**src/jtag_tap_regs.vh**
```
`ifndef JTAG_TAP_REGS_VH
`define JTAG_TAP_REGS_VH

// Controller state codes
`define TAP_TLR     4'h0
`define TAP_RTI     4'h1
`define TAP_SEL_DR  4'h2
`define TAP_CAP_DR  4'h3
`define TAP_SH_DR   4'h4
`define TAP_EX1_DR  4'h5
`define TAP_PA_DR   4'h6
`define TAP_EX2_DR  4'h7
`define TAP_UPD_DR  4'h8
`define TAP_SEL_IR  4'h9
`define TAP_CAP_IR  4'hA
`define TAP_SH_IR   4'hB
`define TAP_EX1_IR  4'hC
`define TAP_PA_IR   4'hD
`define TAP_EX2_IR  4'hE
`define TAP_UPD_IR  4'hF

// Register lengths
`define IR_LEN      10
`define ID_LEN      32
`define BOOT_LEN    22
`define CELL_LEN    3

// Bit positions inside one boundary cell
`define CELL_IN     0
`define CELL_OE     1
`define CELL_OUT    2

// Fixed value loaded when the instruction register captures
`define IR_CAPTURE  10'h155

// Instruction codes
`define I_SAMPLE    10'h005
`define I_EXTEST    10'h00F
`define I_BYPASS    10'h3FF
`define I_USERCODE  10'h007
`define I_IDCODE    10'h006
`define I_HIGHZ     10'h00B
`define I_CLAMP     10'h00A
`define I_PULSE     10'h001
`define I_CFG_IO    10'h00D
`define I_CLK_USER  10'h1EE
`define I_CLK_OSC   10'h2EE
`define I_DISENGAGE 10'h2D0
`define I_ENGAGE    10'h2B0
`define I_BOOT_ADDR 10'h270

`endif

```
**src/tap_sync2.v**
```verilog
`timescale 1ns/1ns
// Two-stage synchroniser; only the second stage is visible outside
module tap_sync2 #(
    parameter WIDTH = 1
) (
    input  wire             clk_i,
    input  wire             srst_i,
    input  wire [WIDTH-1:0] d_i,
    output wire [WIDTH-1:0] q_o
);
    reg [WIDTH-1:0] meta_ff;
    reg [WIDTH-1:0] sync_ff;

    always @(posedge clk_i) begin
        if (srst_i) begin
            meta_ff <= {WIDTH{1'b0}};
            sync_ff <= {WIDTH{1'b0}};
        end else begin
            meta_ff <= d_i;
            sync_ff <= meta_ff;
        end
    end

    assign q_o = sync_ff;
endmodule

```
**src/tap_fsm.v**
```verilog
`timescale 1ns/1ns
`include "jtag_tap_regs.vh"
module tap_fsm (
    input  wire       clk_i,
    input  wire       srst_i,
    input  wire       step_i,
    input  wire       tms_i,
    output wire [3:0] state_o
);
    localparam ST_TLR    = `TAP_TLR;
    localparam ST_RTI    = `TAP_RTI;
    localparam ST_SEL_DR = `TAP_SEL_DR;
    localparam ST_CAP_DR = `TAP_CAP_DR;
    localparam ST_SH_DR  = `TAP_SH_DR;
    localparam ST_EX1_DR = `TAP_EX1_DR;
    localparam ST_PA_DR  = `TAP_PA_DR;
    localparam ST_EX2_DR = `TAP_EX2_DR;
    localparam ST_UPD_DR = `TAP_UPD_DR;
    localparam ST_SEL_IR = `TAP_SEL_IR;
    localparam ST_CAP_IR = `TAP_CAP_IR;
    localparam ST_SH_IR  = `TAP_SH_IR;
    localparam ST_EX1_IR = `TAP_EX1_IR;
    localparam ST_PA_IR  = `TAP_PA_IR;
    localparam ST_EX2_IR = `TAP_EX2_IR;
    localparam ST_UPD_IR = `TAP_UPD_IR;

    reg [3:0] state_ff;
    reg [3:0] nxt_state;

    // Five steps with select high reach reset from every state
    always @* begin
        case (state_ff)
            ST_TLR:    nxt_state = tms_i ? ST_TLR    : ST_RTI;
            ST_RTI:    nxt_state = tms_i ? ST_SEL_DR : ST_RTI;
            ST_SEL_DR: nxt_state = tms_i ? ST_SEL_IR : ST_CAP_DR;
            ST_CAP_DR: nxt_state = tms_i ? ST_EX1_DR : ST_SH_DR;
            ST_SH_DR:  nxt_state = tms_i ? ST_EX1_DR : ST_SH_DR;
            ST_EX1_DR: nxt_state = tms_i ? ST_UPD_DR : ST_PA_DR;
            ST_PA_DR:  nxt_state = tms_i ? ST_EX2_DR : ST_PA_DR;
            ST_EX2_DR: nxt_state = tms_i ? ST_UPD_DR : ST_SH_DR;
            ST_UPD_DR: nxt_state = tms_i ? ST_SEL_DR : ST_RTI;
            ST_SEL_IR: nxt_state = tms_i ? ST_TLR    : ST_CAP_IR;
            ST_CAP_IR: nxt_state = tms_i ? ST_EX1_IR : ST_SH_IR;
            ST_SH_IR:  nxt_state = tms_i ? ST_EX1_IR : ST_SH_IR;
            ST_EX1_IR: nxt_state = tms_i ? ST_UPD_IR : ST_PA_IR;
            ST_PA_IR:  nxt_state = tms_i ? ST_EX2_IR : ST_PA_IR;
            ST_EX2_IR: nxt_state = tms_i ? ST_UPD_IR : ST_SH_IR;
            ST_UPD_IR: nxt_state = tms_i ? ST_SEL_DR : ST_RTI;
            default:   nxt_state = ST_TLR;
        endcase
    end

    always @(posedge clk_i) begin
        if (srst_i) begin
            state_ff <= ST_TLR;
        end else if (step_i) begin
            state_ff <= nxt_state;
        end
    end

    assign state_o = state_ff;
endmodule

```
**src/boundary_scan_tap_instruction_decoder.v**
```verilog
// How it works
// - Sample captures pins, preload loads update cells
// - External test drives update cells, captures pins
// - Bypass puts one-bit register in scan path
// - User code shifts out 32-bit user register
// - Identification shifts out the identification register
// - Identification active after power-up and reset
// - High-impedance: bypass path, all user pins floated
// - Clamp: bypass path, pins held from update cells
// - Reconfiguration pulse fires internal reconfiguration request
// - I/O reconfiguration shifts the I/O config chain
// - Enable-user-clock selects the user configuration clock
// - Disable-user-clock returns to internal oscillator
// - Disengage forces configuration controllers idle
// - Engage re-engages the active configuration controller
// - Boot address: 22-bit register loads flash boot address
// - Bus-hold and pull-up stay on in test modes
// - Sixteen-state controller steps on rising test clock
// - Reset state: scan off, normal pins, identification
// - Controller starts in reset state at power-up
// - Five clocks with select high force reset
// - Select held high keeps controller in reset
// - Output changes on falling edge, floats otherwise
// - All-ones instruction selects bypass
// - Instruction capture shifts out fixed 1010101010 pattern
`timescale 1ns/1ns
`include "jtag_tap_regs.vh"
module boundary_scan_tap_instruction_decoder #(
    parameter NUM_PINS  = 201,
    parameter ID_VALUE  = 32'h0ABC_D001,  // Arbitrary value, bit 0 set
    parameter USER_CODE = 32'hFFFF_FFFF
) (
    input  wire                 clk_i,
    input  wire                 srst_i,
    input  wire                 tck_i,
    input  wire                 tms_i,
    input  wire                 tdi_i,
    output wire                 tdo_o,
    output wire                 tdo_oe_o,
    input  wire [NUM_PINS-1:0]  core_out_i,
    input  wire [NUM_PINS-1:0]  core_oe_i,
    input  wire [NUM_PINS-1:0]  pin_in_i,
    input  wire [NUM_PINS-1:0]  keeper_en_i,
    output wire [NUM_PINS-1:0]  pin_out_o,
    output wire [NUM_PINS-1:0]  pin_oe_o,
    output wire [NUM_PINS-1:0]  keeper_on_o,
    output wire                 reconfig_pulse_o,
    output wire                 io_config_sel_o,
    output wire                 io_config_shift_o,
    output wire                 io_config_tdi_o,
    input  wire                 io_config_tdo_i,
    output wire                 user_config_clock_sel_o,
    output wire                 config_ctrl_idle_o,
    output wire [`BOOT_LEN-1:0] boot_addr_o,
    output wire                 boot_addr_load_o,
    output wire [`IR_LEN-1:0]   instr_o,
    output wire [3:0]           tap_state_o
);
    localparam BSR_LEN = `CELL_LEN * NUM_PINS;

    wire [2:0]          jtag_s;
    wire                tck_s;
    wire                tms_s;
    wire                tdi_s;
    wire [NUM_PINS-1:0] pin_in_s;
    wire [3:0]          state;
    wire                tck_rise;
    wire                tck_fall;
    reg                 tck_d_ff;

    // Test clock is far slower than clk_i, so sampling it is enough
    tap_sync2 #(
        .WIDTH (3)
    ) u_jtag_sync (
        .clk_i  (clk_i),
        .srst_i (srst_i),
        .d_i    ({tck_i, tms_i, tdi_i}),
        .q_o    (jtag_s)
    );

    tap_sync2 #(
        .WIDTH (NUM_PINS)
    ) u_pin_sync (
        .clk_i  (clk_i),
        .srst_i (srst_i),
        .d_i    (pin_in_i),
        .q_o    (pin_in_s)
    );

    assign tck_s    = jtag_s[2];
    assign tms_s    = jtag_s[1];
    assign tdi_s    = jtag_s[0];
    assign tck_rise = tck_s & ~tck_d_ff;
    assign tck_fall = ~tck_s & tck_d_ff;

    always @(posedge clk_i) begin
        if (srst_i) begin
            tck_d_ff <= 1'b0;
        end else begin
            tck_d_ff <= tck_s;
        end
    end

    tap_fsm u_fsm (
        .clk_i   (clk_i),
        .srst_i  (srst_i),
        .step_i  (tck_rise),
        .tms_i   (tms_s),
        .state_o (state)
    );

    // Instruction register
    reg [`IR_LEN-1:0] ir_sh_ff;
    reg [`IR_LEN-1:0] instr_ff;

    always @(posedge clk_i) begin
        if (srst_i) begin
            ir_sh_ff <= `IR_CAPTURE;
            instr_ff <= `I_IDCODE;
        end else if (state == `TAP_TLR) begin
            instr_ff <= `I_IDCODE;
        end else if (tck_rise) begin
            case (state)
                `TAP_CAP_IR: begin
                    ir_sh_ff <= `IR_CAPTURE;
                end
                `TAP_SH_IR: begin
                    ir_sh_ff <= {tdi_s, ir_sh_ff[`IR_LEN-1:1]};
                end
                `TAP_UPD_IR: begin
                    instr_ff <= ir_sh_ff;
                end
                default: begin
                    instr_ff <= instr_ff;
                end
            endcase
        end
    end

    // Full ten-bit compares, so truncated look-alikes fall to bypass
    wire sel_sample = (instr_ff == `I_SAMPLE);
    wire sel_extest = (instr_ff == `I_EXTEST);
    wire sel_user   = (instr_ff == `I_USERCODE);
    wire sel_id     = (instr_ff == `I_IDCODE);
    wire sel_highz  = (instr_ff == `I_HIGHZ);
    wire sel_clamp  = (instr_ff == `I_CLAMP);
    wire sel_cfg_io = (instr_ff == `I_CFG_IO);
    wire sel_boot   = (instr_ff == `I_BOOT_ADDR);
    wire sel_bsr    = sel_sample | sel_extest;
    wire sel_idreg  = sel_user | sel_id;
    // Everything else, all-ones included, uses the one-bit path
    wire sel_bypass = ~(sel_bsr | sel_idreg | sel_cfg_io | sel_boot);

    // Data registers
    reg                 bypass_ff;
    reg [`ID_LEN-1:0]   id_sh_ff;
    reg [`BOOT_LEN-1:0] boot_sh_ff;
    reg [`BOOT_LEN-1:0] boot_addr_ff;
    reg                 boot_load_ff;
    reg [BSR_LEN-1:0]   bsr_sh_ff;
    reg [BSR_LEN-1:0]   bsr_upd_ff;
    reg                 io_config_shift_register_shift_ff;
    reg                 io_config_shift_register_tdi_ff;
    wire [BSR_LEN-1:0]  bsr_cap;

    genvar gi;
    generate
        for (gi = 0; gi < NUM_PINS; gi = gi + 1) begin : g_cap
            assign bsr_cap[`CELL_LEN*gi+`CELL_IN]  = pin_in_s[gi];
            assign bsr_cap[`CELL_LEN*gi+`CELL_OE]  = core_oe_i[gi];
            assign bsr_cap[`CELL_LEN*gi+`CELL_OUT] = core_out_i[gi];
        end
    endgenerate

    always @(posedge clk_i) begin
        if (srst_i) begin
            bypass_ff      <= 1'b0;
            id_sh_ff       <= {`ID_LEN{1'b0}};
            boot_sh_ff     <= {`BOOT_LEN{1'b0}};
            boot_addr_ff   <= {`BOOT_LEN{1'b0}};
            boot_load_ff   <= 1'b0;
            bsr_sh_ff      <= {BSR_LEN{1'b0}};
            bsr_upd_ff     <= {BSR_LEN{1'b0}};
            io_config_shift_register_shift_ff <= 1'b0;
            io_config_shift_register_tdi_ff   <= 1'b0;
        end else begin
            boot_load_ff   <= 1'b0;
            io_config_shift_register_shift_ff <= 1'b0;
            if (tck_rise) begin
                case (state)
                    `TAP_CAP_DR: begin
                        bypass_ff  <= 1'b0;
                        id_sh_ff   <= sel_user ? USER_CODE : ID_VALUE;
                        boot_sh_ff <= boot_addr_ff;
                        if (sel_bsr) begin
                            bsr_sh_ff <= bsr_cap;
                        end
                    end
                    `TAP_SH_DR: begin
                        if (sel_bypass) begin
                            bypass_ff <= tdi_s;
                        end
                        if (sel_idreg) begin
                            id_sh_ff <= {tdi_s, id_sh_ff[`ID_LEN-1:1]};
                        end
                        if (sel_boot) begin
                            boot_sh_ff <= {tdi_s, boot_sh_ff[`BOOT_LEN-1:1]};
                        end
                        if (sel_bsr) begin
                            bsr_sh_ff <= {tdi_s, bsr_sh_ff[BSR_LEN-1:1]};
                        end
                        if (sel_cfg_io) begin
                            io_config_shift_register_shift_ff <= 1'b1;
                            io_config_shift_register_tdi_ff   <= tdi_s;
                        end
                    end
                    `TAP_UPD_DR: begin
                        if (sel_bsr) begin
                            bsr_upd_ff <= bsr_sh_ff;
                        end
                        if (sel_boot) begin
                            boot_addr_ff <= boot_sh_ff;
                            boot_load_ff <= 1'b1;
                        end
                    end
                    default: begin
                        bypass_ff <= bypass_ff;
                    end
                endcase
            end
        end
    end

    // Configuration side effects, taken when an instruction is updated
    reg reconfig_ff;
    reg clk_user_ff;
    reg ctrl_idle_ff;
    reg cfg_io_sel_ff;

    always @(posedge clk_i) begin
        if (srst_i) begin
            reconfig_ff   <= 1'b0;
            clk_user_ff   <= 1'b0;
            ctrl_idle_ff  <= 1'b0;
            cfg_io_sel_ff <= 1'b0;
        end else begin
            reconfig_ff   <= 1'b0;
            cfg_io_sel_ff <= sel_cfg_io;
            if (tck_rise && (state == `TAP_UPD_IR)) begin
                case (ir_sh_ff)
                    `I_PULSE: begin
                        reconfig_ff <= 1'b1;
                    end
                    `I_CLK_USER: begin
                        clk_user_ff <= 1'b1;
                    end
                    `I_CLK_OSC: begin
                        clk_user_ff <= 1'b0;
                    end
                    `I_DISENGAGE: begin
                        ctrl_idle_ff <= 1'b1;
                    end
                    `I_ENGAGE: begin
                        ctrl_idle_ff <= 1'b0;
                    end
                    default: begin
                        clk_user_ff <= clk_user_ff;
                    end
                endcase
            end
        end
    end

    // Pin control; in test-logic reset the identification code keeps core paths
    reg [NUM_PINS-1:0] pin_out_ff;
    reg [NUM_PINS-1:0] pin_oe_ff;
    reg [NUM_PINS-1:0] keeper_ff;
    wire               drive_upd = sel_extest | sel_clamp;

    generate
        for (gi = 0; gi < NUM_PINS; gi = gi + 1) begin : g_pin
            always @(posedge clk_i) begin
                if (srst_i) begin
                    pin_out_ff[gi] <= 1'b0;
                    pin_oe_ff[gi]  <= 1'b0;
                    keeper_ff[gi]  <= 1'b0;
                end else begin
                    // Keepers stay on even while the pin floats
                    keeper_ff[gi] <= keeper_en_i[gi];
                    if (sel_highz) begin
                        pin_out_ff[gi] <= 1'b0;
                        pin_oe_ff[gi]  <= 1'b0;
                    end else if (drive_upd) begin
                        pin_out_ff[gi] <= bsr_upd_ff[`CELL_LEN*gi+`CELL_OUT];
                        pin_oe_ff[gi]  <= bsr_upd_ff[`CELL_LEN*gi+`CELL_OE];
                    end else begin
                        pin_out_ff[gi] <= core_out_i[gi];
                        pin_oe_ff[gi]  <= core_oe_i[gi];
                    end
                end
            end
        end
    endgenerate

    // Serial output, updated only on falling test clock edges
    reg tdo_ff;
    reg tdo_oe_ff;
    reg tdo_nxt;

    always @* begin
        if (state == `TAP_SH_IR) begin
            tdo_nxt = ir_sh_ff[0];
        end else if (sel_bsr) begin
            tdo_nxt = bsr_sh_ff[0];
        end else if (sel_idreg) begin
            tdo_nxt = id_sh_ff[0];
        end else if (sel_boot) begin
            tdo_nxt = boot_sh_ff[0];
        end else if (sel_cfg_io) begin
            tdo_nxt = io_config_tdo_i;
        end else begin
            tdo_nxt = bypass_ff;
        end
    end

    always @(posedge clk_i) begin
        if (srst_i) begin
            tdo_ff    <= 1'b0;
            tdo_oe_ff <= 1'b0;
        end else if (tck_fall) begin
            tdo_ff    <= tdo_nxt;
            tdo_oe_ff <= (state == `TAP_SH_IR) || (state == `TAP_SH_DR);
        end
    end

    // State and instruction are registered once more before being sent out
    reg [3:0]         state_ff;
    reg [`IR_LEN-1:0] instr_out_ff;

    always @(posedge clk_i) begin
        if (srst_i) begin
            state_ff     <= `TAP_TLR;
            instr_out_ff <= `I_IDCODE;
        end else begin
            state_ff     <= state;
            instr_out_ff <= instr_ff;
        end
    end

    assign tdo_o                   = tdo_ff;
    assign tdo_oe_o                = tdo_oe_ff;
    assign pin_out_o               = pin_out_ff;
    assign pin_oe_o                = pin_oe_ff;
    assign keeper_on_o             = keeper_ff;
    assign reconfig_pulse_o        = reconfig_ff;
    assign io_config_sel_o         = cfg_io_sel_ff;
    assign io_config_shift_o       = io_config_shift_register_shift_ff;
    assign io_config_tdi_o         = io_config_shift_register_tdi_ff;
    assign user_config_clock_sel_o = clk_user_ff;
    assign config_ctrl_idle_o      = ctrl_idle_ff;
    assign boot_addr_o             = boot_addr_ff;
    assign boot_addr_load_o        = boot_load_ff;
    assign instr_o                 = instr_out_ff;
    assign tap_state_o             = state_ff;
endmodule

```
**config.mk**
```make
export PLATFORM = sky130hd
export DESIGN_NAME = boundary_scan_tap_instruction_decoder
export DESIGN_NICKNAME = d
export VERILOG_FILES = /design/src/tap_sync2.v /design/src/tap_fsm.v /design/src/boundary_scan_tap_instruction_decoder.v
export VERILOG_INCLUDE_DIRS = /design/src
export SDC_FILE = /design/constraint.sdc
export NUM_CORES = 2
export LEC_CHECK = 0
export ABC_CLOCK_PERIOD_IN_PS = 2000
export BUFFER_PORTS_ARGS = -buffer_cell sky130_fd_sc_hd__clkbuf_2
export CORE_AREA = 2 2 570 572
export DETAILED_ROUTE_END_ITERATION = 16
export DIE_AREA = 0 0 572 574
export GPL_ROUTABILITY_DRIVEN = 0
export PLACE_DENSITY_LB_ADDON = 0.25
export SYNTH_ARGS = -nofsm -noshare
export SYNTH_HDL_FRONTEND = slang
export SYNTH_SLANG_ARGS = --single-unit
```
**constraint.sdc**
```tcl
create_clock -name clk_i -period 2 [get_ports clk_i]
set_clock_uncertainty 0.05 [all_clocks]
set_input_delay 0 -clock clk_i [delete_from_list [all_inputs] [get_ports clk_i]]
set_output_delay 0 -clock clk_i [all_outputs]
set_load 0.02 [all_outputs]
```
==> impl_metrics.json <==
{
  "synth_cells": 8709,
  "timing.rr.start": "u_fsm.state_o[1]",
  "die_w_um": 572,
  "drtAntennaViolNets": 0,
  "worstHoldPathType": "in -> reg",
  "p_comb_share_pct": 8.4,
  "cts_tree": "yes",
  "grt_max_degree": 170,
  "yosysSeqAreaShare_pct": 56.4,
  "start_util_pct": 23.5,
  "final.setup.worst_slack_ps": -366,
  "setup_tns_ps": -321310,
  "r2r_cells": 8,
  "setup_viol": 1465,
  "insertion_delay_ps": 920,
  "end_kind": "flip-flop",
  "avgSynthCellArea_um2": 8.72,
  "p_total_mw": 101,
  "cp-startpoint": "u_fsm.state_o[1]",
  "grt_pass1_vias": 73300,
  "ys.warnings.count": 0,
  "sequentialPowerShare_pct": 43.8,
  "power.switching_mw": 24.9,
  "area_growth_pct": 56.4,
  "syn_area_um2": 75900,
  "maxCapViolCount": 0,
  "clock_power_share_pct": 47.8,
  "path_clk_slew_ps": 60,
  "rsz0062_at_grt": "true",
  "finalHoldViolCount": 0,
  "cp.arrival_ps": 3070,
  "nets": 12800,
  "drt-initial-drc-count": 5287,
  "p_int_mw": 76.1,
  "die_area_um2": 328000,
  "rows": 209,
  "grt_overflow": 0,
  "power_leakage_nw": 46.8,
  "drt_first_pass_iters": 7,
  "die_y_um": 574,
  "drv_slew": 0,
  "grt_pass1_wl_um": 487000,
  "synth_edf_count": 0,
  "route.detailed.drc": 0,
  "cts_buffers": 262,
  "cp-start-kind": "flip-flop",
  "peakVddDrop_v": 0.000810,
  "wl_um": 336000,
  "async_reset_ff_share_pct": 0,
  "portBuffers": 1457,
  "worstMarginPinSlew_ps": 896,
  "synth-seq-cells": 2141,
  "violations": "setup timing",
  "clk_path_buf_depth": 4,
  "finalCriticalPeriod_ps": 2370,
  "cp_data_required_time_ps": 2710,
  "crit_fanout": 41,
  "endpoint": "bsr_sh_ff[589]",
  "cts.sinks": 2141,
  "power_density_nw_per_um2": 850,
  "synthFlopType": "dfxtp_1",
  "syn_nets": 9519,
  "core-area_um2": 323000,
  "ys_types": 57,
  "slew_headroom_pct": 40.3,
  "grt_usage_pct": 19.6,
  "run_status": "finished, violations left",
  "ios": 1458,
  "critPathKind": "reg -> reg",
  "max_freq_mhz": 423,
  "final_cell_area_um2": 119000,
  "root_buffer": "clkbuf_16",
  "route.detailed.wl_per_inst_um": 20.3,
  "netSwitchingFraction_pct": 24.7,
  "final_layout_size_suffix_gt1_share_pct": 22.0,
  "antenna_found_initial": 77,
  "place_area_um2": 90500,
  "h-tree-depth": 5,
  "viasPerCell": 4.44,
  "post-route-period-util_pct": 118,
  "reg2reg_setup_slack_ps": -370,
  "reg2reg_to": "bsr_sh_ff[589]",
  "hpwl_um": 232000,
  "vias": 73600
}
## Yosys cell counts (22+ instances only)
library cell	instances	area, µm²
a311oi_2	186	2790
buf_6	91	1020
buf_2	72	360
nor2b_1	624	3900
nor2_1	700	2630
mux2i_1	23	230
a211oi_1	22	165
nand2_1	2899	10900
dfxtp_1	2141	42900
a21oi_1	823	4120
a311oi_1	441	3860
clkbuf_1	524	1970
## kinds of logic after synthesis
family | share of synthesized area (%)
AOI/OAI and AO/OA | 14.8
xor gates and xnor gates | 0.0346
buffers and inverters | 4.78
DFF | 56.4
muxes | 0.333
and+or+nand+nor | 23.6
## what timing repair did
| item | in CTS | in global routing |
|---|---|---|
| endpoints found under the hold margin | 1954 | 0 |
| setup buffers | 35 | 0 |
| gates cloned | 31 | 1 |
| hold buffers | 1755 | 0 |
| endpoints found under the setup margin | 1482 | 1489 |
| resized for setup | 148 | 9 |
| pin swaps | 92 | 1 |
## flip-flops by register name (all words and copies together), names as in the netlist, 22 cells and up
name                count
id_sh_ff               32
boot_sh_ff             22
boot_addr_o            22
u_pin_sync.q_o        201
u_pin_sync.meta_ff    201
keeper_on_o           201
bsr_sh_ff             603
pin_out_o             201
pin_oe_o              201
bsr_upd_ff            402
## how the worst min path moves through the flow
stage,to,from,cells after the start
after CTS,pin_out_o[186],core_out_i[186],4
after global routing,bsr_sh_ff[169],core_oe_i[56],4
after global placement,keeper_on_o[142],keeper_en_i[142],2
final,pin_oe_o[47],core_oe_i[47],4
after detailed placement,u_pin_sync.meta_ff[67],pin_in_i[67],2
after floorplan,keeper_on_o[0],keeper_en_i[0],1
## power groups by stage
stage / sequential, mW / clock (mW) / combinational [mW]
after floorplan: 45.7 / 0 / 1.70
after global placement: 45.1 / 0 / 5.60
after detailed placement: 45.1 / 0 / 5.55
after CTS: 44.2 / 49.5 / 8.38
after global routing: 44.3 / 51.2 / 9.00
final: 44.2 / 48.3 / 8.51
## layout make-up
| cell class | instances | area [µm²] |
|---|---|---|
| inverter | 4 | 15.0 |
| clock inverter | 83 | 1150 |
| multi-input combinational | 5845 | 29900 |
| tap | 4325 | 5410 |
| fill | 32600 | 204000 |
| timing repair buffer | 3754 | 31800 |
| clock buffer | 367 | 7510 |
| antenna | 64 | 160 |
| sequential | 2141 | 42900 |
## cell usage in the layout (no fill, tap or decap), drive strengths merged, types with 22 or more instances in the layout
master / instances
buf: 528
mux2i: 23
a311oi: 627
a21oi: 824
nor2: 701
dfxtp: 2141
nor2b: 624
a211oi: 22
diode: 64
nand2: 2899
dlygate4sd3: 1755
clkbuf: 1824
clkinv: 51
## critical path, stage by stage (launching register included)
cell      delay [ps]
dfxtp_1          320
or3b_1           340
a211o_1          350
nor3_4           160
buf_4            190
buf_12           220
buf_12           250
nor2_1            60
a311oi_1         250
## per-layer routing
metal  track usage, %  vias up  part of all wire [%]  routed length, µm
met5                0        -                 0.043                146
met4             8.76       20                   4.7              15600
met3             4.24      613                   6.7              22500
met2             30.7     2449                    44             148000
met1             25.6    35100                    44             149000
li1                 -    35500                     -                  -
## per-stage QoR
step                      hold WS, ps  cells  setup WS, ps  util [%]
after floorplan                  78.2   8709          -196         -
after global placement            158  14200          -563      28.0
after detailed placement          162  14200          -502      28.0
after CTS                       0.713  16500          -393      36.7
after global routing             13.2  16600          -544      36.8
final                            61.9  16600          -366      36.8
No activity file was read; power rests on OpenSTA's default activity.
